--- src/pse_pkg.sv ---
/*
 Package for the PHY status extension and bypass register group:
 register offsets, field positions, reset values and the carrier types.
 Assumes the management interface delivers 5-bit register addresses.
*/
`default_nettype none
package pse_pkg;
   localparam int unsigned ADDR_W = 5;
   localparam int unsigned DATA_W = 16;

   localparam logic [4:0] OFF_RSVD_FIRST  = 5'h0b;
   localparam logic [4:0] OFF_RSVD_LAST   = 5'h0e;
   localparam logic [4:0] OFF_GIG_EXT_ONE = 5'h0f;
   localparam logic [4:0] OFF_FE_EXT      = 5'h10;
   localparam logic [4:0] OFF_GIG_EXT_TWO = 5'h11;
   localparam logic [4:0] OFF_BYPASS      = 5'h12;

   localparam logic [15:0] GIG_EXT_ONE_VAL = 16'h3000;

   // status field positions (bits 15 to 8 shared by both status extension registers, bits 7 to 5 gigabit register only)
   localparam int unsigned BIT_DESCR_LOCK = 15;
   localparam int unsigned BIT_LOCK_ERR   = 14;
   localparam int unsigned BIT_DISCONNECT = 13;
   localparam int unsigned BIT_LINK_UP    = 12;
   localparam int unsigned BIT_RX_ERR     = 11;
   localparam int unsigned BIT_TX_ERR     = 10;
   localparam int unsigned BIT_SSD_ERR    = 9;
   localparam int unsigned BIT_ESD_ERR    = 8;
   localparam int unsigned BIT_CEXT_ERR   = 7;
   localparam int unsigned BIT_LEGACY     = 6;
   localparam int unsigned BIT_XOVER_ERR  = 5;

   // bypass control field positions
   localparam int unsigned BIT_TX_DISABLE  = 15;
   localparam int unsigned BIT_TX_TEST_CLK = 8;
   localparam int unsigned BIT_FORCE_LEG   = 7;
   localparam int unsigned BIT_LEG_DET_OFF = 6;
   localparam int unsigned BIT_PAIR_OFF    = 5;
   localparam int unsigned BIT_POL_OFF     = 4;
   localparam int unsigned BIT_PAR_DET     = 3;
   localparam int unsigned BIT_AUTO_NP_OFF = 1;
   localparam int unsigned BIT_CLOCK_OUTPUT_PIN_EN   = 0;

   localparam logic RST_TX_DISABLE  = 1'b0;
   localparam logic RST_TX_TEST_CLK = 1'b0;
   localparam logic RST_FORCE_LEG   = 1'b0;
   localparam logic RST_LEG_DET_OFF = 1'b1;
   localparam logic RST_PAIR_OFF    = 1'b0;
   localparam logic RST_POL_OFF     = 1'b0;
   localparam logic RST_PAR_DET     = 1'b1;
   localparam logic RST_AUTO_NP_OFF = 1'b0;

   typedef struct packed {
      logic lock_err;
      logic disconnect;
      logic rx_err;
      logic tx_err;
      logic ssd_err;
      logic esd_err;
   } pse_evt_t;

   typedef struct packed {
      logic descr_lock;
      logic link_up;
   } pse_live_t;

   typedef struct packed {
      logic tx_disable;
      logic tx_test_clk;
      logic force_legacy;
      logic legacy_det_off;
      logic pair_swap_off;
      logic polarity_off;
      logic par_det_honour;
      logic auto_np_off;
      logic clock_output_pin_en;
   } pse_ctrl_t;

   typedef enum logic {NP_AUTO, NP_HOST} pse_np_t;
endpackage
`default_nettype wire

--- src/pse_regs.sv ---
/*
 Status extension and bypass control registers of the PHY management page.
 Assumes register reads and writes arrive as one-cycle strobes on i_clock,
 event inputs are one-cycle pulses and live inputs are levels, all
 synchronous to i_clock.
*/
`timescale 1ns/10ps
`default_nettype none
module pse_regs (
   input  wire logic                     i_clock,
   input  wire logic                     i_resetn,
   input  wire logic                     i_soft_reset,
   input  wire logic                     i_config_strap_pins,
   input  wire logic [pse_pkg::ADDR_W-1:0] i_reg_addr,
   input  wire logic                     i_reg_rd,
   input  wire logic                     i_reg_wr,
   input  wire logic [pse_pkg::DATA_W-1:0] i_reg_wdata,
   input  wire pse_pkg::pse_live_t       i_fe_live,
   input  wire pse_pkg::pse_evt_t        i_fe_evt,
   input  wire pse_pkg::pse_live_t       i_gig_live,
   input  wire pse_pkg::pse_evt_t        i_gig_evt,
   input  wire logic                     i_gig_cext_err,
   input  wire logic                     i_legacy_partner,
   input  wire logic                     i_xover_err,
   input  wire logic                     i_base_page_done,
   input  wire logic                     i_an_restart,
   output logic [pse_pkg::DATA_W-1:0]    o_reg_rdata,
   output pse_pkg::pse_ctrl_t            o_ctrl,
   output logic                          o_np_host_ctrl
);
   import pse_pkg::*;

   pse_evt_t  fe_lat_ff;
   pse_evt_t  gig_lat_ff;
   logic      cext_lat_ff;
   pse_ctrl_t ctrl_ff;
   logic [1:0]  plain_ff;
   logic [5:0]  sticky_ff;
   logic        clock_output_pin_ff;
   logic      strap_done_ff;
   pse_np_t   np_state_ff;
   pse_np_t   nxt_np_state;
   logic      np_host_ff;
   logic [15:0] rdata_ff;
   logic [15:0] nxt_rdata;
   logic      legacy_seen;
   logic      wr_byp;
   logic      rd_fe;
   logic      rd_gig;

   assign wr_byp = i_reg_wr && (i_reg_addr == OFF_BYPASS);
   assign rd_fe  = i_reg_rd && (i_reg_addr == OFF_FE_EXT);
   assign rd_gig = i_reg_rd && (i_reg_addr == OFF_GIG_EXT_TWO);

   // bypass fields gathered in struct order, one driver per flop group
   assign ctrl_ff = {plain_ff, sticky_ff, clock_output_pin_ff};

   assign legacy_seen = ctrl_ff.force_legacy ||
                        (i_legacy_partner && !ctrl_ff.legacy_det_off);

   // place latched flags and live bits into a status word
   function automatic logic [15:0] status_word(input pse_live_t live,
                                               input pse_evt_t  lat);
      logic [15:0] w;
      w = 16'h0000;
      w[BIT_DESCR_LOCK] = live.descr_lock;
      w[BIT_LOCK_ERR]   = lat.lock_err;
      w[BIT_DISCONNECT] = lat.disconnect;
      w[BIT_LINK_UP]    = live.link_up;
      w[BIT_RX_ERR]     = lat.rx_err;
      w[BIT_TX_ERR]     = lat.tx_err;
      w[BIT_SSD_ERR]    = lat.ssd_err;
      w[BIT_ESD_ERR]    = lat.esd_err;
      return w;
   endfunction

   // event set wins over read clear
   function automatic pse_evt_t latch_next(input pse_evt_t cur,
                                           input pse_evt_t evt,
                                           input logic     clr);
      return clr ? evt : (cur | evt);
   endfunction

   always_ff @(posedge i_clock or negedge i_resetn) begin
      if (!i_resetn) begin
         fe_lat_ff <= '0;
      end else if (i_soft_reset) begin
         fe_lat_ff <= '0;
      end else begin
         fe_lat_ff <= latch_next(fe_lat_ff, i_fe_evt, rd_fe);
      end
   end

   always_ff @(posedge i_clock or negedge i_resetn) begin
      if (!i_resetn) begin
         gig_lat_ff  <= '0;
         cext_lat_ff <= 1'b0;
      end else if (i_soft_reset) begin
         gig_lat_ff  <= '0;
         cext_lat_ff <= 1'b0;
      end else begin
         gig_lat_ff  <= latch_next(gig_lat_ff, i_gig_evt, rd_gig);
         cext_lat_ff <= i_gig_cext_err || (cext_lat_ff && !rd_gig);
      end
   end

   // non-sticky bypass bits: hardware and software reset
   always_ff @(posedge i_clock or negedge i_resetn) begin
      if (!i_resetn) begin
         plain_ff[1] <= RST_TX_DISABLE;
         plain_ff[0] <= RST_TX_TEST_CLK;
      end else if (i_soft_reset) begin
         plain_ff[1] <= RST_TX_DISABLE;
         plain_ff[0] <= RST_TX_TEST_CLK;
      end else if (wr_byp) begin
         plain_ff[1] <= i_reg_wdata[BIT_TX_DISABLE];
         plain_ff[0] <= i_reg_wdata[BIT_TX_TEST_CLK];
      end
   end

   always_ff @(posedge i_clock or negedge i_resetn) begin
      if (!i_resetn) begin
         sticky_ff[5] <= RST_FORCE_LEG;
         sticky_ff[4] <= RST_LEG_DET_OFF;
         sticky_ff[3] <= RST_PAIR_OFF;
         sticky_ff[2] <= RST_POL_OFF;
         sticky_ff[1] <= RST_PAR_DET;
         sticky_ff[0] <= RST_AUTO_NP_OFF;
      end else if (wr_byp) begin
         sticky_ff[5] <= i_reg_wdata[BIT_FORCE_LEG];
         sticky_ff[4] <= i_reg_wdata[BIT_LEG_DET_OFF];
         sticky_ff[3] <= i_reg_wdata[BIT_PAIR_OFF];
         sticky_ff[2] <= i_reg_wdata[BIT_POL_OFF];
         sticky_ff[1] <= i_reg_wdata[BIT_PAR_DET];
         sticky_ff[0] <= i_reg_wdata[BIT_AUTO_NP_OFF];
      end
   end

   always_ff @(posedge i_clock or negedge i_resetn) begin
      if (!i_resetn) begin
         strap_done_ff <= 1'b0;
         clock_output_pin_ff     <= 1'b0;
      end else if (!strap_done_ff) begin
         strap_done_ff <= 1'b1;
         clock_output_pin_ff     <= i_config_strap_pins;
      end else if (wr_byp) begin
         clock_output_pin_ff     <= i_reg_wdata[BIT_CLOCK_OUTPUT_PIN_EN];
      end
   end

   // hand negotiation to host after base page
   always_comb begin
      nxt_np_state = np_state_ff;
      case (np_state_ff)
         NP_AUTO: begin
            if (ctrl_ff.auto_np_off && i_base_page_done) begin
               nxt_np_state = NP_HOST;
            end
         end
         NP_HOST: begin
            if (i_an_restart) begin
               nxt_np_state = NP_AUTO;
            end
         end
         default: nxt_np_state = NP_AUTO;
      endcase
      if (i_soft_reset) begin
         nxt_np_state = NP_AUTO;
      end
   end

   always_ff @(posedge i_clock or negedge i_resetn) begin
      if (!i_resetn) begin
         np_state_ff <= NP_AUTO;
         np_host_ff  <= 1'b0;
      end else begin
         np_state_ff <= nxt_np_state;
         np_host_ff  <= (nxt_np_state == NP_HOST);
      end
   end

   // read data, valid the cycle after the read strobe
   always_comb begin
      nxt_rdata = rdata_ff;
      if (i_reg_rd) begin
         nxt_rdata = 16'h0000;
         case (i_reg_addr)
            OFF_GIG_EXT_ONE: nxt_rdata = GIG_EXT_ONE_VAL;
            OFF_FE_EXT: nxt_rdata = status_word(i_fe_live, fe_lat_ff);
            OFF_GIG_EXT_TWO: begin
               nxt_rdata = status_word(i_gig_live, gig_lat_ff);
               nxt_rdata[BIT_CEXT_ERR] = cext_lat_ff;
               nxt_rdata[BIT_LEGACY]    = legacy_seen;
               nxt_rdata[BIT_XOVER_ERR] = i_xover_err;
            end
            OFF_BYPASS: begin
               nxt_rdata[BIT_TX_DISABLE]  = ctrl_ff.tx_disable;
               nxt_rdata[BIT_TX_TEST_CLK] = ctrl_ff.tx_test_clk;
               nxt_rdata[BIT_FORCE_LEG]   = ctrl_ff.force_legacy;
               nxt_rdata[BIT_LEG_DET_OFF] = ctrl_ff.legacy_det_off;
               nxt_rdata[BIT_PAIR_OFF]    = ctrl_ff.pair_swap_off;
               nxt_rdata[BIT_POL_OFF]     = ctrl_ff.polarity_off;
               nxt_rdata[BIT_PAR_DET]     = ctrl_ff.par_det_honour;
               nxt_rdata[BIT_AUTO_NP_OFF] = ctrl_ff.auto_np_off;
               nxt_rdata[BIT_CLOCK_OUTPUT_PIN_EN]   = ctrl_ff.clock_output_pin_en;
            end
            default: nxt_rdata = 16'h0000;
         endcase
      end
   end

   always_ff @(posedge i_clock or negedge i_resetn) begin
      if (!i_resetn) begin
         rdata_ff <= 16'h0000;
      end else begin
         rdata_ff <= nxt_rdata;
      end
   end

   assign o_reg_rdata    = rdata_ff;
   assign o_ctrl         = ctrl_ff;
   assign o_np_host_ctrl = np_host_ff;
endmodule
`default_nettype wire

--- config.mk ---
export PLATFORM = sky130hd
export DESIGN_NAME = pse_regs
export DESIGN_NICKNAME = d
export VERILOG_FILES = /design/src/pse_pkg.sv /design/src/pse_regs.sv
export SDC_FILE = /design/constraint.sdc
export NUM_CORES = 1
export LEC_CHECK = 0
export ABC_AREA = 0
export BUFFER_PORTS_ARGS = -buffer_cell sky130_fd_sc_hd__buf_2
export CORE_MARGIN = 2
export CORE_UTILIZATION = 30
export DETAILED_ROUTE_END_ITERATION = 12
export SLEW_MARGIN = 10
export SYNTH_ARGS = -nofsm -noshare
export SYNTH_HDL_FRONTEND = slang
export SYNTH_SLANG_ARGS = --single-unit
export TNS_END_PERCENT = 30
--- constraint.sdc ---
create_clock -name i_clock -period 3.1 [get_ports i_clock]
set_input_delay 0.31 -clock i_clock [delete_from_list [all_inputs] [get_ports i_clock]]
set_output_delay 0.31 -clock i_clock [all_outputs]
set_load 0.01 [all_outputs]
==> impl_metrics.json, run 1 <==
{
  "final_common_cell": "buf_2",
  "cts_sinks": 39,
  "netlist_area_um2": 1840,
  "num_vias": 1481,
  "pwr-share-comb": 0.149,
  "synth_top_family_by_area": "compound AO/OA/AOI/OAI gates",
  "cts_made_buffers": 5,
  "cts_tree": "done",
  "fp.dieArea_um2": 6780,
  "post_cts_resized": 0,
  "synth_mux_area_frac": 0.0836,
  "area_delta_synth_final_pct": 25.1,
  "placed_cells": 304,
  "synth-main-ff-cell": "dfrtp_1",
  "cts.clk_slew.worst_paths_ns": 0.08,
  "vdd_ir_drop_max_v": 0.000196,
  "power.density_nw_per_um2": 488,
  "relSlewSlack": 0.409,
  "drt_iter0_markers": 61,
  "hp-class": "in -> async",
  "p_leak_nw": 1.16,
  "synth_top_area_cell": "dfrtp_1",
  "final_cell_count_no_fill": 312,
  "antenna_left": 0,
  "synthXorXnorAreaFrac": 0,
  "synth_top_area_frac": 0.503,
  "path_class": "in -> reg",
  "core-area_um2": 5920,
  "port_buffers": 65,
  "cts_root_buf": "clkbuf_8",
  "ios": 74,
  "max-cap-violations": 0,
  "gp_congestion": 0.770,
  "synth.area.top_cells": "dfrtp_1 50%, o21ai_0 5.7%, a21oi_1 5.2%",
  "drt-wirelength-per-cell_um": 14.5,
  "synth_fp_nets": 222,
  "finalSetupViolCount": 0,
  "synth-edff-count": 0,
  "p_switching_mw": 0.295,
  "grt.overflow.total": 0,
  "final_cell_mix": "65 x buf_2, 37 x dfrtp_1, 21 x o21ai_0",
  "start_util": 0.311,
  "routed_wl_mm": 4.53,
  "nNetsFinal": 284,
  "grt_first_pass_wirelength_mm": 7.07,
  "yosys.area_share.simple": 0.125,
  "clock_path_buffers": 2,
  "cts_max_level": 2,
  "yosys_warnings": 0,
  "netSwitchingFraction": 0.262,
  "drc_errors": 0,
  "p_clk_frac": 0.343,
  "status": "finished, final reports clean",
  "antenna_cells": 0,
  "die_width_um": 82.4,
  "drive_above_1_share": 0.397,
  "synthAdderAreaFrac": 0,
  "start_kind": "input pin",
  "finalHoldViolCount": 0,
  "seq_power_share": 0.508,
  "clock_skew_ns": 0.00337,
  "gr-usage-all-layers": 0.141,
  "worstMarginPinSlew_ns": 0.887,
  "antenna_found_initial": 0,
  "async_reset_ff_frac": 1.00,
  "rsz0062_at_grt": "no",
  "fin_crit_sh": 0.476,
  "critPathCaptureType": "flip-flop",
  "drv_slew": 0,
  "p_int_mw": 0.831,
  "die_y_um": 82.4,
  "timing.fmax_mhz": 678,
  "cp.required_ns": 3.32,
  "first_pass_iters": 4,
  "yosysSeqAreaShare": 0.531,
  "synth_compound_area_frac": 0.185,
  "yosys.cell_types.count": 39,
  "setup_tns_ns": 0,
  "period_needed_ns": 1.47,
  "clk_latency_ns": 0.29,
  "synth-seq-cells": 39,
  "grt_pass1_vias": 1421,
  "rows": 28,
  "synth_cells": 174,
  "dp_hpwl_mm": 3.22,
  "cp_max_fo": 20,
  "syn_avg_cell_area_um2": 10.6,
  "postCtsHoldBufs": 0,
  "grt_max_degree": 40,
  "vias_per_cell": 4.75,
  "worstPathArrival_ns": 1.69,
  "post_cts_buffers": 0
}
## synth_stat cells (2+ instances only)
| cell type | count |
|---|---|
| a21oi_1 | 19 |
| a221o_2 | 2 |
| a32oi_1 | 2 |
| buf_2 | 3 |
| buf_4 | 2 |
| clkbuf_1 | 3 |
| conb_1 | 2 |
| dfrtp_1 | 37 |
| dfstp_2 | 2 |
| inv_1 | 19 |
| mux2_2 | 7 |
| mux2_4 | 5 |
| nand2_1 | 8 |
| nand3_1 | 7 |
| nand3b_1 | 2 |
| nor2_1 | 6 |
| o21ai_0 | 21 |
| o2bb2ai_1 | 6 |
## layer usage
layer	global-route usage	wire, um	share of wire
met1	0.189	2060	0.46
met2	0.219	2070	0.46
met3	0.0500	354	0.078
met4	0.0350	39	0.0086
met5	0	0	0
## logic make-up (layout without fill, tap and decap cells)
| logic type | Yosys count | count (layout) |
|---|---|---|
| compound gates | 55 | 55 |
| other cells | 2 | 2 |
| simple gates | 36 | 36 |
| mux | 12 | 12 |
| flops | 39 | 39 |
| buf+inv | 30 | 93 |
## power groups by stage
stage,Combinational (mW),Clock (mW),Sequential [mW]
after global placement,0.169,0,0.580
after detailed placement,0.171,0,0.582
after CTS,0.171,0.397,0.572
after global routing,0.190,0.424,0.577
after floorplan,0.0856,0,0.588
final,0.168,0.386,0.571
## flip-flops by register name, indices dropped and copies added (netlist names)
register / count
cext_lat_ff: 1
clock_output_pin_ff: 1
fe_lat_ff: 6
gig_lat_ff: 6
o_np_host_ctrl: 1
o_reg_rdata: 15
plain_ff: 2
sticky_ff: 6
strap_done_ff: 1
## worst paths after layout
| check | from | end | slack, ns | cells past startpoint |
|---|---|---|---|---|
| max | i_reg_rd | o_reg_rdata[6]$_DFFE_PN0P_ | 1.63 | 4 |
| min | i_resetn | o_reg_rdata[4]$_DFFE_PN0P_ | 0.13 | 1 |
| max reg2reg | sticky_ff[4]$_DFFE_PN1P_ | o_reg_rdata[6]$_DFFE_PN0P_ | 2.00 | 3 |
| min reg2reg | o_reg_rdata[4]$_DFFE_PN0P_ | o_reg_rdata[4]$_DFFE_PN0P_ | 0.48 | 1 |
| max in group asynchronous | i_resetn | o_np_host_ctrl$_DFF_PN0_ | 2.41 | 1 |
| min in group i_clock | i_fe_evt[3] | fe_lat_ff[3]$_DFF_PN0_ | 0.23 | 3 |
## layout make-up
cell class | count | area, um^2
Fill cell | 599 | 3620
Sequential cell | 39 | 978
Multi-Input combinational cell | 105 | 732
Timing Repair Buffer | 65 | 325
Clock buffer | 8 | 100
Tap cell | 75 | 93.8
Inverter | 20 | 75.1
## through the flow
stage               instance area, um^2  total power, mW  utilization  setup slack [ns]  hold slack (ns)
finish                             2300             1.13        0.389              1.63            0.133
CTS                                2300             1.14        0.389              1.59            0.169
global placement                   2200            0.749        0.372              1.30            0.463
floorplan                          1840            0.674            -              1.66           0.0144
global route                       2300             1.19        0.389              1.46            0.209
detailed placement                 2200            0.753        0.372              1.27            0.472
## critical path, stage by stage
cell and delay (ns):
buf_2 0.29, nand3b_1 0.50, or3_1 0.52, o211ai_2 0.06
No activity file was read; power rests on OpenSTA's default activity.
==> run 2: changes to the inputs <==
==> constraint.sdc (replaced) <==
create_clock -name i_clock -period 1.3 [get_ports i_clock]
set_input_delay 0.13 -clock i_clock [delete_from_list [all_inputs] [get_ports i_clock]]
set_output_delay 0.13 -clock i_clock [all_outputs]
set_load 0.01 [all_outputs]
==> run 2 against run 1 <==
Compared with the run above:
- critical path depth shrank 1
- global-route usage is 0.36 points higher
- cell count rose by 4.8%
- via count rose by 3.3%
- sequential share of layout area decreased by 2.5 points
- clock skew is 0.0035 ns higher
- hold slack lost 0.072 ns
- critical path type is now reg -> reg
==> impl_metrics.json, run 2 (same netlist as run 1, synthesis figures left out) <==
{
  "vdd_ir_drop_max_v": 0.000642,
  "vias_per_cell": 4.68,
  "cp_max_fo": 3,
  "critPathCaptureType": "flip-flop",
  "nNetsFinal": 299,
  "first_pass_iters": 5,
  "timing.fmax_mhz": 899,
  "core-area_um2": 5920,
  "gp_congestion": 0.749,
  "drv_slew": 0,
  "final_cell_count_no_fill": 327,
  "cts_root_buf": "clkbuf_8",
  "max-cap-violations": 0,
  "rows": 28,
  "grt_util_met3": 0.0380,
  "area_delta_synth_final_pct": 33.0,
  "power.density_nw_per_um2": 1160,
  "nFillCells": 609,
  "grt_first_pass_wirelength_mm": 7.33,
  "cts_made_buffers": 5,
  "port_buffers": 65,
  "busiest_layer": "met2",
  "cp.required_ns": 1.51,
  "seq_area_um2": 978,
  "start_kind": "flip-flop",
  "met2_usage": 0.235,
  "drt_iter0_markers": 59,
  "hp-class": "in -> reg",
  "die_width_um": 82.4,
  "routed_wl_mm": 4.55,
  "final_cell_mix": "65 x buf_2, 37 x dfrtp_1, 21 x o21ai_0",
  "grtUsageMet1": 0.187,
  "fin_crit_sh": 0.856,
  "path_class": "reg -> reg",
  "num_vias": 1530,
  "placed_cells": 318,
  "clock_skew_ns": 0.00685,
  "cts_sinks": 39,
  "clock_path_buffers": 2,
  "grt_pass1_vias": 1481,
  "grt_max_degree": 40,
  "post_cts_resized": 0,
  "final_common_cell": "buf_2",
  "cts.clk_slew.worst_paths_ns": 0.08,
  "power_mw": 2.84,
  "drc_errors": 0,
  "antenna_left": 0,
  "gr-usage-all-layers": 0.145,
  "status": "finished, final reports clean",
  "drive_above_1_share": 0.433,
  "largest_register_ffs": 15,
  "dp_hpwl_mm": 3.41,
  "die_y_um": 82.4,
  "multi_input_area_um2": 732,
  "clk_latency_ns": 0.29,
  "grt.overflow.total": 0,
  "ios": 74,
  "place_ws_ns": -0.0408,
  "antenna_cells": 0,
  "fin_ws_ns": 0.188,
  "fp.dieArea_um2": 6780,
  "worstPathArrival_ns": 1.32,
  "start_util": 0.311,
  "finalSetupViolCount": 0,
  "p_leak_nw": 1.24,
  "setup_tns_ns": 0,
  "drt-wirelength-per-cell_um": 13.9,
  "antenna_found_initial": 0,
  "rsz0062_at_grt": "no",
  "cts_max_level": 2,
  "finalHoldViolCount": 0,
  "cts_tree": "done",
  "period_needed_ns": 1.11
}
[run 2: metal layers]
| metal | routed length (um) | vias to the layer above | part of all wire |
|---|---|---|---|
| met5 | 0 | - | 0 |
| met4 | 42 | 0 | 0.0092 |
| met3 | 319 | 5 | 0.070 |
| met2 | 2190 | 43 | 0.48 |
| li1 | - | 755 | - |
| met1 | 2000 | 727 | 0.44 |
[run 2: final cells by class]
cell class | count | share of cell area
well taps | 75 | 0.0383
clock inverters | 2 | 0.0143
repair buffers | 80 | 0.185
flip-flops and latches | 39 | 0.399
clock buffers | 6 | 0.0337
multi-input cells | 105 | 0.299
inverters | 20 | 0.0306
[run 2: where the power goes]
group,switching [mW],internal [mW]
Sequential,0.0536,1.31
Clock,0.415,0.621
Combinational,0.221,0.218
[run 2: critical path, cell delays in order, from the launching register on]
cell	delay (ns)
dfstp_2	0.53
inv_1	0.06
or3_1	0.38
o211ai_2	0.06
[run 2: through the flow]
| step | util | hold WS [ns] | area, um^2 |
|---|---|---|---|
| 6_report | 0.414 | 0.0610 | 2450 |
| 5_1_grt | 0.414 | 0.0592 | 2450 |
| 4_1_cts | 0.414 | 0.0463 | 2450 |
| 3_5_place_dp | 0.392 | 0.117 | 2320 |
| 3_3_place_gp | 0.392 | 0.116 | 2320 |
| 2_1_floorplan | - | -0.166 | 1840 |
[run 2: final timing paths]
kind | slack (ns) | cells past startpoint | to | from
worst min-delay path | 0.06 | 3 | gig_lat_ff[3]$_DFF_PN0_ | i_gig_evt[3]
worst max register to register | 0.19 | 3 | o_reg_rdata[6]$_DFFE_PN0P_ | sticky_ff[4]$_DFFE_PN1P_
max in group asynchronous | 0.70 | 3 | sticky_ff[1]$_DFFE_PN1P_ | i_resetn
min in group asynchronous | 0.34 | 3 | o_reg_rdata[4]$_DFFE_PN0P_ | i_resetn
worst max-delay path | 0.19 | 3 | o_reg_rdata[6]$_DFFE_PN0P_ | sticky_ff[4]$_DFFE_PN1P_
worst min register to register | 0.49 | 1 | o_reg_rdata[4]$_DFFE_PN0P_ | o_reg_rdata[4]$_DFFE_PN0P_
[run 2: what timing repair did]
action,CTS,global route
endpoints found under the hold margin,37,0
endpoints found under the setup margin,0,0
hold buffers,1,0
buffers inserted,0,0
==> run 3: changes to the inputs <==
--- a/config.mk
+++ b/config.mk
@@ -5,7 +5,7 @@
 export SDC_FILE = /design/constraint.sdc
 export NUM_CORES = 1
 export LEC_CHECK = 0
-export ABC_AREA = 0
+export ABC_AREA = 1
 export BUFFER_PORTS_ARGS = -buffer_cell sky130_fd_sc_hd__buf_2
 export CORE_MARGIN = 2
 export CORE_UTILIZATION = 30
==> run 3 against run 2 <==
Compared with the run above:
- non-clock buffer count shrank 9
- sequential share of layout area rose by 1.6 points
- via count is 8.7% higher
- die area is essentially flat
- final area decreased by 3.8%
- maximum frequency rose by 0.54%
- clock-buffer cell count up 1
- global-route usage barely moved
- worst setup slack better by 0.0060 ns
- register-to-register slack improved by 0.18 ns
- utilization fell by 1.6 points
- critical path type is now reg -> out
==> impl_metrics.json, run 3 <==
{
  "worstPathCellList": "buf_2",
  "drv_slew": 0,
  "grt_pass1_vias": 1602,
  "yosysMostFrequentCell": "nand2_1",
  "power_mw": 2.57,
  "grt.overflow.total": 0,
  "worstMarginPinSlew_ns": 0.500,
  "synth_top_area_cell": "dfrtp_1",
  "max-cap-violations": 0,
  "die_width_um": 82.4,
  "netlist_area_um2": 1840,
  "clock_skew_ns": 0.00772,
  "cts_sinks": 39,
  "hp-class": "in -> reg",
  "setup_tns_ns": 0,
  "worstPathArrival_ns": 0.98,
  "synth_cells": 230,
  "port_buffers": 65,
  "cts.clk_slew.worst_paths_ns": 0.07,
  "drt_iter0_markers": 107,
  "place_ws_ns": 0.139,
  "fp.dieArea_um2": 6790,
  "synth.top_cells.by_count": "102 x nand2_1, 37 x dfrtp_1, 23 x inv_1, 14 x a21oi_1, 14 x nand3_1",
  "core-area_um2": 5920,
  "antenna_left": 0,
  "finalSetupViolCount": 0,
  "nNetsFinal": 348,
  "period_needed_ns": 1.11,
  "cp_max_fo": 4,
  "syn_avg_cell_area_um2": 8.01,
  "cts_root_buf": "clkbuf_8",
  "cts_made_buffers": 5,
  "synth.area.top_cells": "dfrtp_1 50%, nand2_1 21%, inv_1 4.7%",
  "final_cell_mix": "102 x nand2_1, 65 x buf_2, 37 x dfrtp_1",
  "grt_max_degree": 24,
  "relSlewSlack": 0.666,
  "async_reset_ff_frac": 1.00,
  "drc_errors": 0,
  "fin_crit_sh": 0.851,
  "clock_path_buffers": 2,
  "cp.required_ns": 1.17,
  "p_leak_nw": 1.41,
  "vdd_ir_drop_max_v": 0.000360,
  "largest_register_ffs": 15,
  "path_class": "reg -> out",
  "fin_ws_ns": 0.194,
  "drive_above_1_share": 0.299,
  "antenna_cells": 0,
  "synth-main-ff-cell": "dfrtp_1",
  "rows": 28,
  "dp_hpwl_mm": 3.49,
  "gp_congestion": 0.770,
  "vias_per_cell": 4.42,
  "finalHoldViolCount": 0,
  "yosysSeqAreaShare": 0.531,
  "antenna_found_initial": 0,
  "num_vias": 1663,
  "status": "finished, final reports clean",
  "die_y_um": 82.4,
  "synth-edff-count": 0,
  "start_util": 0.311,
  "critPathCaptureType": "output port",
  "synth_top_area_frac": 0.502,
  "critPathSlowestCell": "dfstp_2",
  "cts_tree": "done",
  "drt-wirelength-per-cell_um": 11.8,
  "clk_latency_ns": 0.30,
  "power.density_nw_per_um2": 1090,
  "grt_first_pass_wirelength_mm": 7.29,
  "cp_num_buf_inv": 1,
  "area_delta_synth_final_pct": 27.8,
  "ios": 74,
  "yosys.cell_types.count": 23,
  "cts_max_level": 2,
  "yosys_warnings": 0,
  "routed_wl_mm": 4.44,
  "gr-usage-all-layers": 0.145,
  "timing.fmax_mhz": 904,
  "rsz0062_at_grt": "no",
  "crit_family": "flip-flops",
  "first_pass_iters": 4,
  "synth-seq-cells": 39,
  "start_kind": "flip-flop",
  "cpPeakStageDelay_ns": 0.55,
  "synth_fp_nets": 278,
  "final_common_cell": "nand2_1"
}
[run 3: cell types whose count changed after synthesis, moves of 5 or more]
cell	previous run	this run
nand2_1	8	102
a21oi_1	19	14
o21ai_0	21	5
o2bb2ai_1	6	0
mux2_4	5	0
mux2_2	7	0
nand3_1	7	14
nand4_1	0	8
[run 3: cell type report]
cell class              count  area [um^2]
fillers                   628         3560
flip-flops and latches     39          978
multi-input cells         158          723
repair buffers             71          373
inverters                  25         96.3
well taps                  75         93.8
clock buffers               7         86.3
clock inverters             1         5.00
[run 3: metrics by stage]
step	cell area, um^2	std cells	util	hold WS [ns]
floorplan	1840	230	-	-0.166
global placement	2250	367	0.381	0.126
detailed placement	2250	367	0.381	0.136
CTS	2360	376	0.398	0.00288
global route	2360	376	0.398	0.00944
finish	2360	376	0.398	0.00734
[run 3: worst reg2reg max path, stage by stage (launching register included)]
cell and delay, ns:
dfstp_2 0.55, o21bai_1 0.08, nand2_1 0.06, nand2_1 0.04, nand2_1 0.06, nand2_1 0.04
[run 3: power by group]
part / internal [mW] / switching, mW / total, mW / leakage, nW
clock: 0.428 / 0.423 / 0.851 / 0.0482
sequential: 1.30 / 0.0573 / 1.36 / 0.509
combinational: 0.147 / 0.210 / 0.357 / 0.848
total: 1.88 / 0.690 / 2.57 / 1.41
[run 3: worst paths after layout]
kind | from | endpoint | slack [ns] | depth (start not counted)
min in group asynchronous | i_resetn | sticky_ff[0]$_DFFE_PN0P_ | 0.35 | 2
worst max-delay path | sticky_ff[4]$_DFFE_PN1P_ | o_ctrl[5] | 0.19 | 1
worst min-delay path | i_an_restart | o_np_host_ctrl$_DFF_PN0_ | 0.007 | 2
max in group asynchronous | i_resetn | sticky_ff[5]$_DFFE_PN0P_ | 0.43 | 3
worst min register to register | sticky_ff[1]$_DFFE_PN1P_ | sticky_ff[1]$_DFFE_PN1P_ | 0.48 | 2
worst max register to register | sticky_ff[4]$_DFFE_PN1P_ | o_reg_rdata[6]$_DFFE_PN0P_ | 0.37 | 5
[run 3: cells by family after synthesis]
family / after synthesis / share of synthesized area
other: 2 / 0.00407
DFF: 39 / 0.531
AOI/OAI and AO/OA: 21 / 0.0597
buffers and inverters: 33 / 0.0767
and+or+nand+nor: 135 / 0.329
[run 3: what timing repair did]
action / CTS / global route
hold endpoints to repair: 19 / 0
resized for setup: 0 / 0
hold buffers: 1 / 0
setup buffers: 0 / 0
[run 3: per-layer routing]
layer  part of all wire  track usage  vias to the layer above
met1               0.47        0.192                      760
met2               0.46        0.226                       44
met5                  0            0                        -
li1                   -            -                      851
met4              0.022       0.0750                        0
met3              0.053       0.0239                        8
